File: src/rtl/cc_unit_pkg.sv
// ==========================================================================
// Shared constants of the capture/compare unit
package cc_unit_pkg;
    // Byte offsets of the register map
    localparam logic [7:0] GLOBAL_CTRL_OFS = 8'h00;
    localparam logic [7:0] COUNT_VALUE_OFS = 8'h04;
    localparam logic [1:0] CH_REGION = 2'h1;       // Address bits 7:6
    localparam int CH_SEL_BIT = 2;                  // 0 control, 1 value
    // Global control fields
    localparam int GC_MODE_LO = 0;
    localparam int GC_GRP_LO = 2;
    localparam int GC_HIZ_BIT = 4;
    localparam int GC_CLR_BIT = 5;
    localparam logic [5:0] GC_RESET = 6'h00;
    // Channel control fields
    localparam int CT_FLAG_BIT = 0;
    localparam int CT_OVF_BIT = 1;
    localparam int CT_DRIVE_BIT = 2;
    localparam int CT_LEVEL_BIT = 3;
    localparam int CT_CAP_BIT = 4;
    localparam int CT_SYNC_BIT = 5;
    localparam int CT_SRC_LO = 6;
    localparam int CT_EDGE_LO = 8;
    localparam int CT_LLS_LO = 10;
    localparam int CT_OM_LO = 12;
    localparam int CT_WIDTH = 15;
    localparam logic [14:0] CT_RESET = 15'h0000;
    // Counter modes
    localparam logic [1:0] MODE_STOP = 2'h0;
    localparam logic [1:0] MODE_UP = 2'h1;
    localparam logic [1:0] MODE_CONT = 2'h2;
    localparam logic [1:0] MODE_UPDOWN = 2'h3;
    // Capture source, edge, latch load and latch group selections
    localparam logic [1:0] SRC_A = 2'h0;
    localparam logic [1:0] SRC_B = 2'h1;
    localparam logic [1:0] SRC_GND = 2'h2;
    localparam logic [1:0] SRC_VCC = 2'h3;
    localparam logic [1:0] EDGE_RISE = 2'h1;
    localparam logic [1:0] EDGE_FALL = 2'h2;
    localparam logic [1:0] EDGE_BOTH = 2'h3;
    localparam logic [1:0] LLS_WRITE = 2'h0;
    localparam logic [1:0] LLS_ZERO = 2'h1;
    localparam logic [1:0] LLS_ZERO_PER = 2'h2;
    localparam logic [1:0] LLS_OLD = 2'h3;
    localparam logic [1:0] GRP_NONE = 2'h0;
    localparam logic [1:0] GRP_PAIRS = 2'h1;
    localparam logic [1:0] GRP_TRIPLES = 2'h2;
    localparam logic [1:0] GRP_ALL = 2'h3;
endpackage

File: src/rtl/timer_capture_compare_unit.sv
// The register addresses and register access over Avalon-MM were chosen for this implementation.
`timescale 1ns/1ps
`default_nettype none
module timer_capture_compare_unit #(
    parameter int NUM_CH = 7,
    parameter int CW = 16
) (
    input wire logic clk,
    input wire logic rst_n,
    input wire logic [7:0] avs_address,
    input wire logic avs_read,
    input wire logic avs_write,
    input wire logic [31:0] avs_writedata,
    output logic [31:0] avs_readdata,
    output logic avs_waitrequest,
    input wire logic [NUM_CH-1:0] channel_input_a,
    input wire logic [NUM_CH-1:0] channel_input_b,
    input wire logic output_hiz_pin,
    output logic [NUM_CH-1:0] out_level,
    output logic [NUM_CH-1:0] out_oe
);
    import cc_unit_pkg::*;

    // ======================================================================
    // Helpers
    // Controlling channel of a latch group
    function automatic logic [2:0] ctrl_of(input logic [2:0] ch,
                                           input logic [1:0] grp);
        logic [2:0] m1;
        m1 = ch - 3'h1;
        case (grp)
            GRP_PAIRS: ctrl_of = (ch == 3'h0) ? 3'h0 : {m1[2:1], 1'b1};
            GRP_TRIPLES: ctrl_of = (ch == 3'h0) ? 3'h0 :
                                   (ch <= 3'h3) ? 3'h1 : 3'h4;
            GRP_ALL: ctrl_of = 3'h1;
            default: ctrl_of = ch;
        endcase
    endfunction

    // ======================================================================
    // State
    logic waitrequest_reg, waitrequest_next;
    logic [31:0] readdata_reg, readdata_next;
    logic [5:0] gctrl_reg, gctrl_next;
    logic [CW-1:0] count_reg, count_next;
    logic dir_up_reg, dir_up_next;
    logic [CT_WIDTH-1:0] ctrl_reg [NUM_CH];
    logic [CT_WIDTH-1:0] ctrl_next [NUM_CH];
    logic [CW-1:0] value_reg [NUM_CH];
    logic [CW-1:0] value_next [NUM_CH];
    logic [CW-1:0] latch_reg [NUM_CH];
    logic [CW-1:0] latch_next [NUM_CH];
    logic [NUM_CH-1:0] pending_reg, pending_next;
    logic [NUM_CH-1:0] unread_reg, unread_next;
    logic [NUM_CH-1:0] prev_lvl_reg, prev_lvl_next;
    logic [NUM_CH-1:0] cap_dly_reg, cap_dly_next;
    logic [NUM_CH-1:0] out_reg, out_next;
    logic [NUM_CH-1:0] oe_reg, oe_next;
    logic [NUM_CH-1:0] a_s1_reg, a_s2_reg, b_s1_reg, b_s2_reg;
    logic hiz_s1_reg, hiz_s2_reg;

    logic [NUM_CH-1:0] level, match, ready;
    logic tick, zero_evt, period_evt;
    logic wr_en, rd_req, ch_hit;
    logic [2:0] ch_idx;

    // ======================================================================
    // Bus decode and counter
    // Avalon slave: one wait cycle, write taken when waitrequest is low, read taken in the wait cycle
    always_comb begin
        rd_req = avs_read & waitrequest_reg;
        wr_en = avs_write & ~waitrequest_reg;
        waitrequest_next = ~((avs_read | avs_write) & waitrequest_reg);
        ch_idx = avs_address[5:3];
        ch_hit = (avs_address[7:6] == CH_REGION) &&
                 (int'(ch_idx) < NUM_CH);
    end

    // Counter steps; the period latch is channel 0's compare latch
    always_comb begin
        logic [CW-1:0] per;
        per = latch_reg[0];
        gctrl_next = gctrl_reg;
        gctrl_next[GC_CLR_BIT] = 1'b0;
        count_next = count_reg;
        dir_up_next = dir_up_reg;
        tick = (gctrl_reg[GC_MODE_LO +: 2] != MODE_STOP);
        case (gctrl_reg[GC_MODE_LO +: 2])
            MODE_UP: count_next = (count_reg >= per) ? '0 : count_reg + 1'b1;
            MODE_CONT: count_next = count_reg + 1'b1;
            MODE_UPDOWN: begin
                if (dir_up_reg) begin
                    if (count_reg >= per) begin
                        // Reverse on reaching, or passing above, the period
                        dir_up_next = 1'b0;
                        count_next = (count_reg == '0) ? '0 :
                                     count_reg - 1'b1;
                    end else begin
                        count_next = count_reg + 1'b1;
                    end
                end else if (count_reg == '0) begin
                    // At zero turn upward again; stay at zero while the period is zero
                    dir_up_next = 1'b1;
                    count_next = (per != '0) ? {{(CW-1){1'b0}}, 1'b1} : '0;
                end else begin
                    count_next = count_reg - 1'b1;
                end
            end
            default: count_next = count_reg;
        endcase
        // Events only from counting, never from direct loads
        zero_evt = tick && count_next == '0 && count_reg != '0;
        period_evt = tick && count_next == per && count_next != count_reg;
        for (int i = 0; i < NUM_CH; i++) begin
            match[i] = tick && count_next == latch_reg[i] &&
                       count_next != count_reg;
        end
        if (wr_en && avs_address == GLOBAL_CTRL_OFS) begin
            gctrl_next = avs_writedata[5:0];
        end
        if (gctrl_next[GC_CLR_BIT]) begin
            count_next = '0;
            dir_up_next = 1'b1;
        end
        if (wr_en && avs_address == COUNT_VALUE_OFS) begin
            count_next = avs_writedata[CW-1:0];
            zero_evt = 1'b0;
            period_evt = 1'b0;
            match = '0;
        end
    end

    // ======================================================================
    // Channels
    // Capture, latch loading and output units of every channel
    always_comb begin
        logic [1:0] grp, s;
        logic [2:0] c, j;
        logic grouped, trig, cap, evt, load, wr_ctl, wr_val, hw_set;
        logic [CT_WIDTH-1:0] ct;
        grp = gctrl_reg[GC_GRP_LO +: 2];
        c = '0;
        j = '0;
        s = '0;
        grouped = 1'b0;
        trig = 1'b0;
        cap = 1'b0;
        evt = 1'b0;
        load = 1'b0;
        wr_ctl = 1'b0;
        wr_val = 1'b0;
        hw_set = 1'b0;
        ct = '0;
        // A group is ready once every member has been written
        ready = '1;
        for (int i = 0; i < NUM_CH; i++) begin
            c = ctrl_of(3'(i), grp);
            if (!pending_reg[i]) begin
                ready[c] = 1'b0;
            end
        end
        for (int i = 0; i < NUM_CH; i++) begin
            ct = ctrl_reg[i];
            // Source select: input A, input B, ground, supply
            case (ct[CT_SRC_LO +: 2])
                SRC_A: level[i] = a_s2_reg[i];
                SRC_B: level[i] = b_s2_reg[i];
                SRC_GND: level[i] = 1'b0;
                default: level[i] = 1'b1;
            endcase
            prev_lvl_next[i] = level[i];
            case (ct[CT_EDGE_LO +: 2])
                EDGE_RISE: trig = level[i] & ~prev_lvl_reg[i];
                EDGE_FALL: trig = ~level[i] & prev_lvl_reg[i];
                EDGE_BOTH: trig = level[i] ^ prev_lvl_reg[i];
                default: trig = 1'b0;
            endcase
            trig = trig & ct[CT_CAP_BIT];
            cap_dly_next[i] = trig & ct[CT_SYNC_BIT];
            cap = ct[CT_SYNC_BIT] ? cap_dly_reg[i] & ct[CT_CAP_BIT] :
                  trig;
            wr_ctl = wr_en && ch_hit && ch_idx == 3'(i) &&
                     !avs_address[CH_SEL_BIT];
            wr_val = wr_en && ch_hit && ch_idx == 3'(i) &&
                     avs_address[CH_SEL_BIT];
            // Control register; hardware set wins over software clear
            hw_set = cap | (~ct[CT_CAP_BIT] & match[i]);
            ctrl_next[i] = wr_ctl ? avs_writedata[CT_WIDTH-1:0] : ct;
            ctrl_next[i][CT_LEVEL_BIT] = 1'b0;
            ctrl_next[i][CT_FLAG_BIT] = hw_set |
                (wr_ctl ? avs_writedata[CT_FLAG_BIT] : ct[CT_FLAG_BIT]);
            ctrl_next[i][CT_OVF_BIT] = (cap & unread_reg[i]) |
                (ct[CT_OVF_BIT] & (~wr_ctl | avs_writedata[CT_OVF_BIT]));
            // Captured value and its unread marker
            value_next[i] = value_reg[i];
            if (cap) begin
                value_next[i] = count_reg;
            end else if (wr_val) begin
                value_next[i] = avs_writedata[CW-1:0];
            end
            unread_next[i] = cap | (unread_reg[i] & ~(rd_req && ch_hit &&
                             ch_idx == 3'(i) && avs_address[CH_SEL_BIT]));
            // Latch load timing, possibly taken from a group controller
            c = ctrl_of(3'(i), grp);
            grouped = (grp != GRP_NONE) &&
                      (ctrl_reg[c][CT_LLS_LO +: 2] != LLS_WRITE);
            j = grouped ? c : 3'(i);
            s = ctrl_reg[j][CT_LLS_LO +: 2];
            case (s)
                LLS_ZERO: evt = zero_evt;
                LLS_ZERO_PER: evt = zero_evt | (period_evt &&
                    gctrl_reg[GC_MODE_LO +: 2] == MODE_UPDOWN);
                LLS_OLD: evt = match[j];
                default: evt = 1'b0;
            endcase
            load = evt & (grouped ? ready[c] : pending_reg[i]);
            latch_next[i] = load ? value_reg[i] : latch_reg[i];
            pending_next[i] = wr_val | (pending_reg[i] & ~load);
            if (s == LLS_WRITE && wr_val) begin
                latch_next[i] = avs_writedata[CW-1:0];
                pending_next[i] = 1'b0;
            end
            // Output unit: channel action, then period action
            out_next[i] = out_reg[i];
            case (ct[CT_OM_LO +: 3])
                3'h0: out_next[i] = ctrl_next[i][CT_DRIVE_BIT];
                3'h1, 3'h3: if (match[i]) out_next[i] = 1'b1;
                3'h2, 3'h4, 3'h6:
                    if (match[i]) out_next[i] = ~out_reg[i];
                default: if (match[i]) out_next[i] = 1'b0;
            endcase
            if (period_evt && i != 0) begin
                case (ct[CT_OM_LO +: 3])
                    3'h2, 3'h3: out_next[i] = 1'b0;
                    3'h6, 3'h7: out_next[i] = 1'b1;
                    default: out_next[i] = out_next[i];
                endcase
            end
            oe_next[i] = ~(gctrl_reg[GC_HIZ_BIT] & hiz_s2_reg);
        end
    end

    // Read data, captured in the first cycle of a read
    always_comb begin
        logic [CT_WIDTH-1:0] rc;
        rc = ctrl_reg[ch_idx];
        readdata_next = readdata_reg;
        if (rd_req) begin
            readdata_next = '0;
            if (avs_address == GLOBAL_CTRL_OFS) begin
                readdata_next[5:0] = gctrl_reg;
            end else if (avs_address == COUNT_VALUE_OFS) begin
                readdata_next[CW-1:0] = count_reg;
            end else if (ch_hit && avs_address[CH_SEL_BIT]) begin
                readdata_next[CW-1:0] = value_reg[ch_idx];
            end else if (ch_hit && avs_address[2:0] == 3'h0) begin
                rc[CT_LEVEL_BIT] = level[ch_idx];
                readdata_next[CT_WIDTH-1:0] = rc;
            end
        end
    end

    // ======================================================================
    // Registers
    // Two-flop synchronisers for pins
    always_ff @(posedge clk) begin
        a_s1_reg <= channel_input_a;
        a_s2_reg <= a_s1_reg;
        b_s1_reg <= channel_input_b;
        b_s2_reg <= b_s1_reg;
        hiz_s1_reg <= output_hiz_pin;
        hiz_s2_reg <= hiz_s1_reg;
    end

    // All other state on the single clock, synchronous active-low reset
    always_ff @(posedge clk) begin
        if (!rst_n) begin
            waitrequest_reg <= 1'b1;
            readdata_reg <= '0;
            gctrl_reg <= GC_RESET;
            count_reg <= '0;
            dir_up_reg <= 1'b1;
            pending_reg <= '0;
            unread_reg <= '0;
            prev_lvl_reg <= '0;
            cap_dly_reg <= '0;
            out_reg <= '0;
            oe_reg <= '1;
            for (int i = 0; i < NUM_CH; i++) begin
                ctrl_reg[i] <= CT_RESET;
                value_reg[i] <= '0;
                latch_reg[i] <= '0;
            end
        end else begin
            waitrequest_reg <= waitrequest_next;
            readdata_reg <= readdata_next;
            gctrl_reg <= gctrl_next;
            count_reg <= count_next;
            dir_up_reg <= dir_up_next;
            pending_reg <= pending_next;
            unread_reg <= unread_next;
            prev_lvl_reg <= prev_lvl_next;
            cap_dly_reg <= cap_dly_next;
            out_reg <= out_next;
            oe_reg <= oe_next;
            for (int i = 0; i < NUM_CH; i++) begin
                ctrl_reg[i] <= ctrl_next[i];
                value_reg[i] <= value_next[i];
                latch_reg[i] <= latch_next[i];
            end
        end
    end

    assign avs_waitrequest = waitrequest_reg;
    assign avs_readdata = readdata_reg;
    assign out_level = out_reg;
    assign out_oe = oe_reg;
endmodule
`default_nettype wire

File: config.mk
export PLATFORM = sky130hd
export DESIGN_NAME = timer_capture_compare_unit
export DESIGN_NICKNAME = d
export VERILOG_FILES = /design/src/rtl/cc_unit_pkg.sv /design/src/rtl/timer_capture_compare_unit.sv
export SDC_FILE = /design/constraint.sdc
export NUM_CORES = 1
export LEC_CHECK = 0
export BUFFER_PORTS_ARGS = -buffer_cell sky130_fd_sc_hd__buf_2
export CAP_MARGIN = 15
export CORE_UTILIZATION = 37
export CTS_BUF_LIST = sky130_fd_sc_hd__clkbuf_4
export DETAILED_ROUTE_END_ITERATION = 10
export PLACE_DENSITY = 0.64
export SKIP_LAST_GASP = 1
export SYNTH_ARGS = -nofsm -noshare
export SYNTH_HDL_FRONTEND = slang
export SYNTH_SLANG_ARGS = --single-unit
File: constraint.sdc
create_clock -name clk -period 6.7 [get_ports clk]
set_input_delay 1.34 -clock clk [delete_from_list [all_inputs] [get_ports clk]]
set_output_delay 1.34 -clock clk [all_outputs]
set_load 0.02 [all_outputs]
* After elaboration in Yosys (flattened, before gate mapping)
Memories as Yosys holds them, arrays and structs flattened.
Index checks and enable logic that the tools add are counted.
** Word-level totals
- Register bits :: 106
- Bits in writable memories :: 322
- Input port bits :: 59
- Output and inout port bits :: 47
- Word-level logic and storage cells :: 763
- Memories kept :: 3
** Memory list
- latch_reg :: words 7, width 16, read ports 7, clocked after memory_dff 0, wr ports 7, line timer_capture_compare_unit.sv:51 : logic [CW-1:0] latch_reg [NUM_CH];
- value_reg :: words 7, width 16, read ports 8, clocked after memory_dff 0, wr ports 7, line timer_capture_compare_unit.sv:49 : logic [CW-1:0] value_reg [NUM_CH];
- ctrl_reg :: words 7, width 14, read ports 20, clocked after memory_dff 0, wr ports 7, line timer_capture_compare_unit.sv:47 : logic [CT_WIDTH-1:0] ctrl_reg [NUM_CH];
** Operators by class
- Add/sub/neg operators :: 2
- $lt $le $gt $ge :: 21
- Equality and inequality tests :: 121
- Multiplexer cells :: 219
- Bitwise operators :: 217
- Reduce and logical (&&, ||, !) cells :: 155
** Operator list (count)
- 2-to-1 mux 16 bit :: 50
- 2-to-1 mux 15 bit :: 9
- equality test 16 bit :: 7
- 2-to-1 mux 14 bit :: 7
- case mux 1 bit (3 select lines) :: 28
- bitwise AND 1 bit :: 81
- logical AND 1 bit :: 79
- equality test 2 bit (second input constant) :: 39
- 2-to-1 mux 1 bit :: 77
- equality test 3 bit (second input constant) :: 23
- OR 1 bit :: 65
- OR reduction 2 bit :: 28
- NOT 1 bit :: 53
- less-than comparator 3 x 4 -> 1 bit (second input constant) :: 13
- 2-to-1 mux 7 bit :: 7
- equality test 2 x 1 -> 1 bit (second input constant) :: 24
- equality test 3 x 2 -> 1 bit (second input constant) :: 16
- case mux 16 bit (3 select lines) :: 1
- NOT 7 bit :: 6
- binary-select mux 1 bit (select 3 bit) :: 13
- bitwise AND 7 bit :: 5
- logical NOT 16 bit :: 2
- nonzero test 16 bit :: 2
- logical NOT 2 bit :: 14
- 24 further kinds :: 86

* Logic depth before layout (Yosys ltp)
- Depth after elaboration :: 26
- Gate-level depth with buffers :: 22
- Mapped depth without buffers :: 18

* Least setup slack after synthesis
OpenSTA, ideal clock, no wires.
- Path kind :: register to register
- Start :: register count_reg[0]
- End :: memory latch_reg[6][10]
- Library setup time :: 0.128 ns
- Data arrival time :: 4.659 ns
- Slack :: 1.914 ns
- Cell stages (with the launch flop) :: 21
- Period minus slack after synthesis :: 4.786 ns
- Cell sequence :: dfxtp_1 -> buf_2 -> inv_1 -> ha_1 -> a31oi_1 -> nor2b_1 -> o311ai_4 -> nand3_2 -> buf_2 -> a21o_1 -> o21bai_1 -> buf_4 -> xnor2_1 -> or4b_1 -> or4_4 -> nor3_4 -> a21oi_1 -> a311oi_4 -> buf_6 -> mux2i_1 -> o21ai_1
** RTL lines
- from (decl) :: line timer_capture_compare_unit.sv:45 : logic [CW-1:0] count_reg, count_next;
- from (signal assigned) :: line timer_capture_compare_unit.sv:298 : count_reg <= count_next;
- to (decl) :: line timer_capture_compare_unit.sv:51

==> run_results.csv <==
group,metric,value,unit
synth,synth_area,0.0251,sq mm
detailed_routing,via_count,25223,
synth,avgSynthCellArea,8.18,sq um
cts,cts-resized-gates,0,
synth,yosys_warnings,0,
floorplanning,start_util,0.374,
detailed_routing,drt-initial-drc-count,3236,
placed_design,dp_hpwl,68500,microns
floorplanning,die_w,262,microns
power,p_per_area,188,mW/mm^2
floorplanning,pin_count,106,
detailed_routing,wl_met1,41700,microns
hold_path,hold_path.class,"register to register",
cts,cts-htree-levels,3,
synth,yosysSeqAreaShare,0.342,
floorplanning,core.rowCount,95,
finish,multi_input_area,0.0151,sq mm
timing,worst_pin_slew,1.21,ns
grt,track_usage,0.286,
synth,synth_edf_count,0,
grt,grt_max_degree,182,
timing,setup_violations,0,
placed_design,gp_congestion,1.05,
cts,cts.hold.buffers_added,0,
grt,grt_pass1_vias,23102,
timing,finClkSkew,0.0862,ns
finish,seqCellArea,0.00857,sq mm
detailed_routing,top_layer,"met5",
floorplanning,die_h,262,microns
floorplanning,coreArea,0.0672,sq mm
setup_path,path_class,"register to register",
setup_path,ff2ff_path_depth,17,
detailed_routing,routed_via_density,6.14,
cts,root_buffer,"clkbuf_4",
power,power,5.29,mW
detailed_routing,drt-total-wl,102000,microns
synth,yosys_register_bits,428,
detailed_routing,ant_nets,0,
timing,finalSetupTns,0,ns
setup_path,worstSetupEndpointType,"register",
cts,cts_tree,"done",
cts,cts_made_buffers,114,
timing,max_freq,162,MHz
timing,rsz0062_at_grt,"no",
power,peakVddDrop,0.175,mV
timing,slew_viol_final,0,
placed_design,io_buffers,73,
setup_path,path_max_fanout,16,
synth,synth_top_flop_cell,"dfxtp_1",
timing,hold_viol_final,0,
cts,cts_setup_buffers,0,
cts,cts_buffer_depth,3,
detailed_routing,drt-wirelength-per-cell,24.9,microns
hold_path,hold_path_depth,0,
grt,grt.overflow.total,0,
finish,synthToLayoutAreaGrowth,12.2,%
job,max-cap-violations,0,
detailed_routing,wl_met3,12200,microns
synth,synthArstFlopShare,0,
synth,syn_inst,3068,
detailed_routing,wl_met2,42800,microns
setup_path,cp.arrival,6.88,ns
cts,path_clk_slew,0.07,ns
finish,nets,3236,
timing,relSlewSlack,0.190,
setup_path,required,7.40,ns
detailed_routing,drc_errors,0,
setup_path,startpoint_type,"register",
timing,fin_crit_sh,0.923,
finish,num-fill-cells,6706,
synth,synth_cell_type_count,105,
detailed_routing,first_pass_iters,6,
cts,clkLatencyLatePin,0.91,ns
grt,grt_pass1_wl,149000,microns
outcome,outcome,"finished clean",
finish,drive_gt1_frac,0.153,
grt,antenna_found_initial,7,
cts,cts_sinks,428,
power,leakage,10.9,nW
floorplanning,die_area,0.0688,sq mm
timing,finalCriticalPeriod,6.18,ns
## placed cells by master (no fill, tap or decap), drive strengths merged, types with 15 or more instances in the layout
master and n:
a211oi 153, a21oi 213, a221oi 16, a311oi 21
and3 15, buf 212, clkbuf 175, clkinv 35
conb 16, dfxtp 428, ha 45, inv 93
mux2i 283, mux4 31, nand2 369, nand2b 30
nand3 54, nand4 30, nor2 280, nor3 70
nor4 29, o2111ai 15, o211ai 17, o21ai 236
o22ai 27, xnor2 66, xor2 20
## routing by layer
layer,up-vias,GRT usage
met2,1648,0.411
li1,11278,-
met5,-,0
met3,303,0.0751
met1,11988,0.387
met4,6,0.160
## cells by family after synthesis
logic type,share of synthesized area
compound gates,0.223
xor+xnor,0.0300
fa+ha+maj,0.0224
buf+inv,0.0609
flops,0.342
mux,0.143
other cells,0.000149
simple gates,0.179
## critical path, cell delays in order, from the launching register on
cell       delay (ns)
dfxtp_1          0.31
inv_1            0.29
ha_1             0.26
nor4b_1          0.68
and4_1           0.50
nor2_1           0.23
nand2b_1         0.18
nor2_1           0.07
a21oi_1          0.70
o2bb2ai_1        0.19
or4_1            0.21
o31a_1           0.65
nand4_1          0.48
o211a_1          0.38
a311oi_4         0.33
buf_12           0.22
mux2i_1          0.22
o21ai_1          0.07
## layout make-up
class / instances / area share
diodes: 4 / 0.000356
flip-flops and latches: 428 / 0.304
clock inverters: 39 / 0.00707
well taps: 873 / 0.0388
clock buffers: 175 / 0.0467
multi-input cells: 2286 / 0.536
inverters: 90 / 0.0123
repair buffers: 212 / 0.0548
## power by group
part	leakage, nW	switching [mW]	internal, mW
registers	3.46	0.0123	2.57
logic	6.56	0.220	0.0713
clock network	0.904	1.18	1.24
## metrics by stage
step / std cells / setup slack, ns / cell area [sq um] / hold slack [ns] / util
after floorplan: 3083 / 1.91 / 25100 / 0.310 / -
after global placement: 3889 / 0.840 / 26600 / 0.310 / 0.396
after detailed placement: 3889 / 0.858 / 26600 / 0.315 / 0.396
after CTS: 4103 / 0.735 / 28100 / 0.325 / 0.419
after global routing: 4106 / 0.370 / 28100 / 0.329 / 0.419
final: 4107 / 0.515 / 28100 / 0.321 / 0.419
## worst paths after layout
check | from | to | slack, ns
worst max register to register | count_reg[0] | latch_reg[6][9] | 0.52
worst min-delay path | a_s1_reg[6] | a_s2_reg[6] | 0.32
worst max-delay path | count_reg[0] | latch_reg[6][9] | 0.52
worst min register to register | a_s1_reg[6] | a_s2_reg[6] | 0.32
## Yosys cell counts, drive strengths merged (7+ instances only)
| master | number | area share |
|---|---|---|
| inv | 89 | 0.013 |
| o211ai | 17 | 0.0051 |
| and2 | 14 | 0.0035 |
| xnor2 | 66 | 0.023 |
| or3 | 9 | 0.0022 |
| nand2b | 30 | 0.0078 |
| a311oi | 21 | 0.0083 |
| a2111oi | 8 | 0.0028 |
| a221oi | 16 | 0.0058 |
| mux4 | 31 | 0.028 |
| ha | 45 | 0.022 |
| clkbuf | 203 | 0.030 |
| a211oi | 153 | 0.046 |
| o21a | 12 | 0.0036 |
| a31oi | 14 | 0.0037 |
| mux2i | 283 | 0.11 |
| nor3b | 7 | 0.0021 |
| xor2 | 20 | 0.0070 |
| a21o | 9 | 0.0027 |
| nor3 | 70 | 0.015 |
| o31ai | 7 | 0.0021 |
| nor2b | 10 | 0.0025 |
| o221ai | 8 | 0.0028 |
| o2111ai | 15 | 0.0052 |
| nand3 | 54 | 0.012 |
| buf | 76 | 0.017 |
| and4 | 10 | 0.0035 |
| o22a | 10 | 0.0035 |
| nand2 | 369 | 0.055 |
| o22ai | 27 | 0.0070 |
| a21oi | 213 | 0.043 |
| o211a | 8 | 0.0032 |
| nand4 | 30 | 0.0081 |
| or4 | 7 | 0.0022 |
| o21ai | 236 | 0.047 |
| dfxtp | 428 | 0.34 |
| nor2 | 280 | 0.042 |
| or2 | 9 | 0.0022 |
| and3 | 15 | 0.0037 |
| nor4 | 29 | 0.010 |
| a22oi | 13 | 0.0039 |
(Power assumes the default switching activity.)
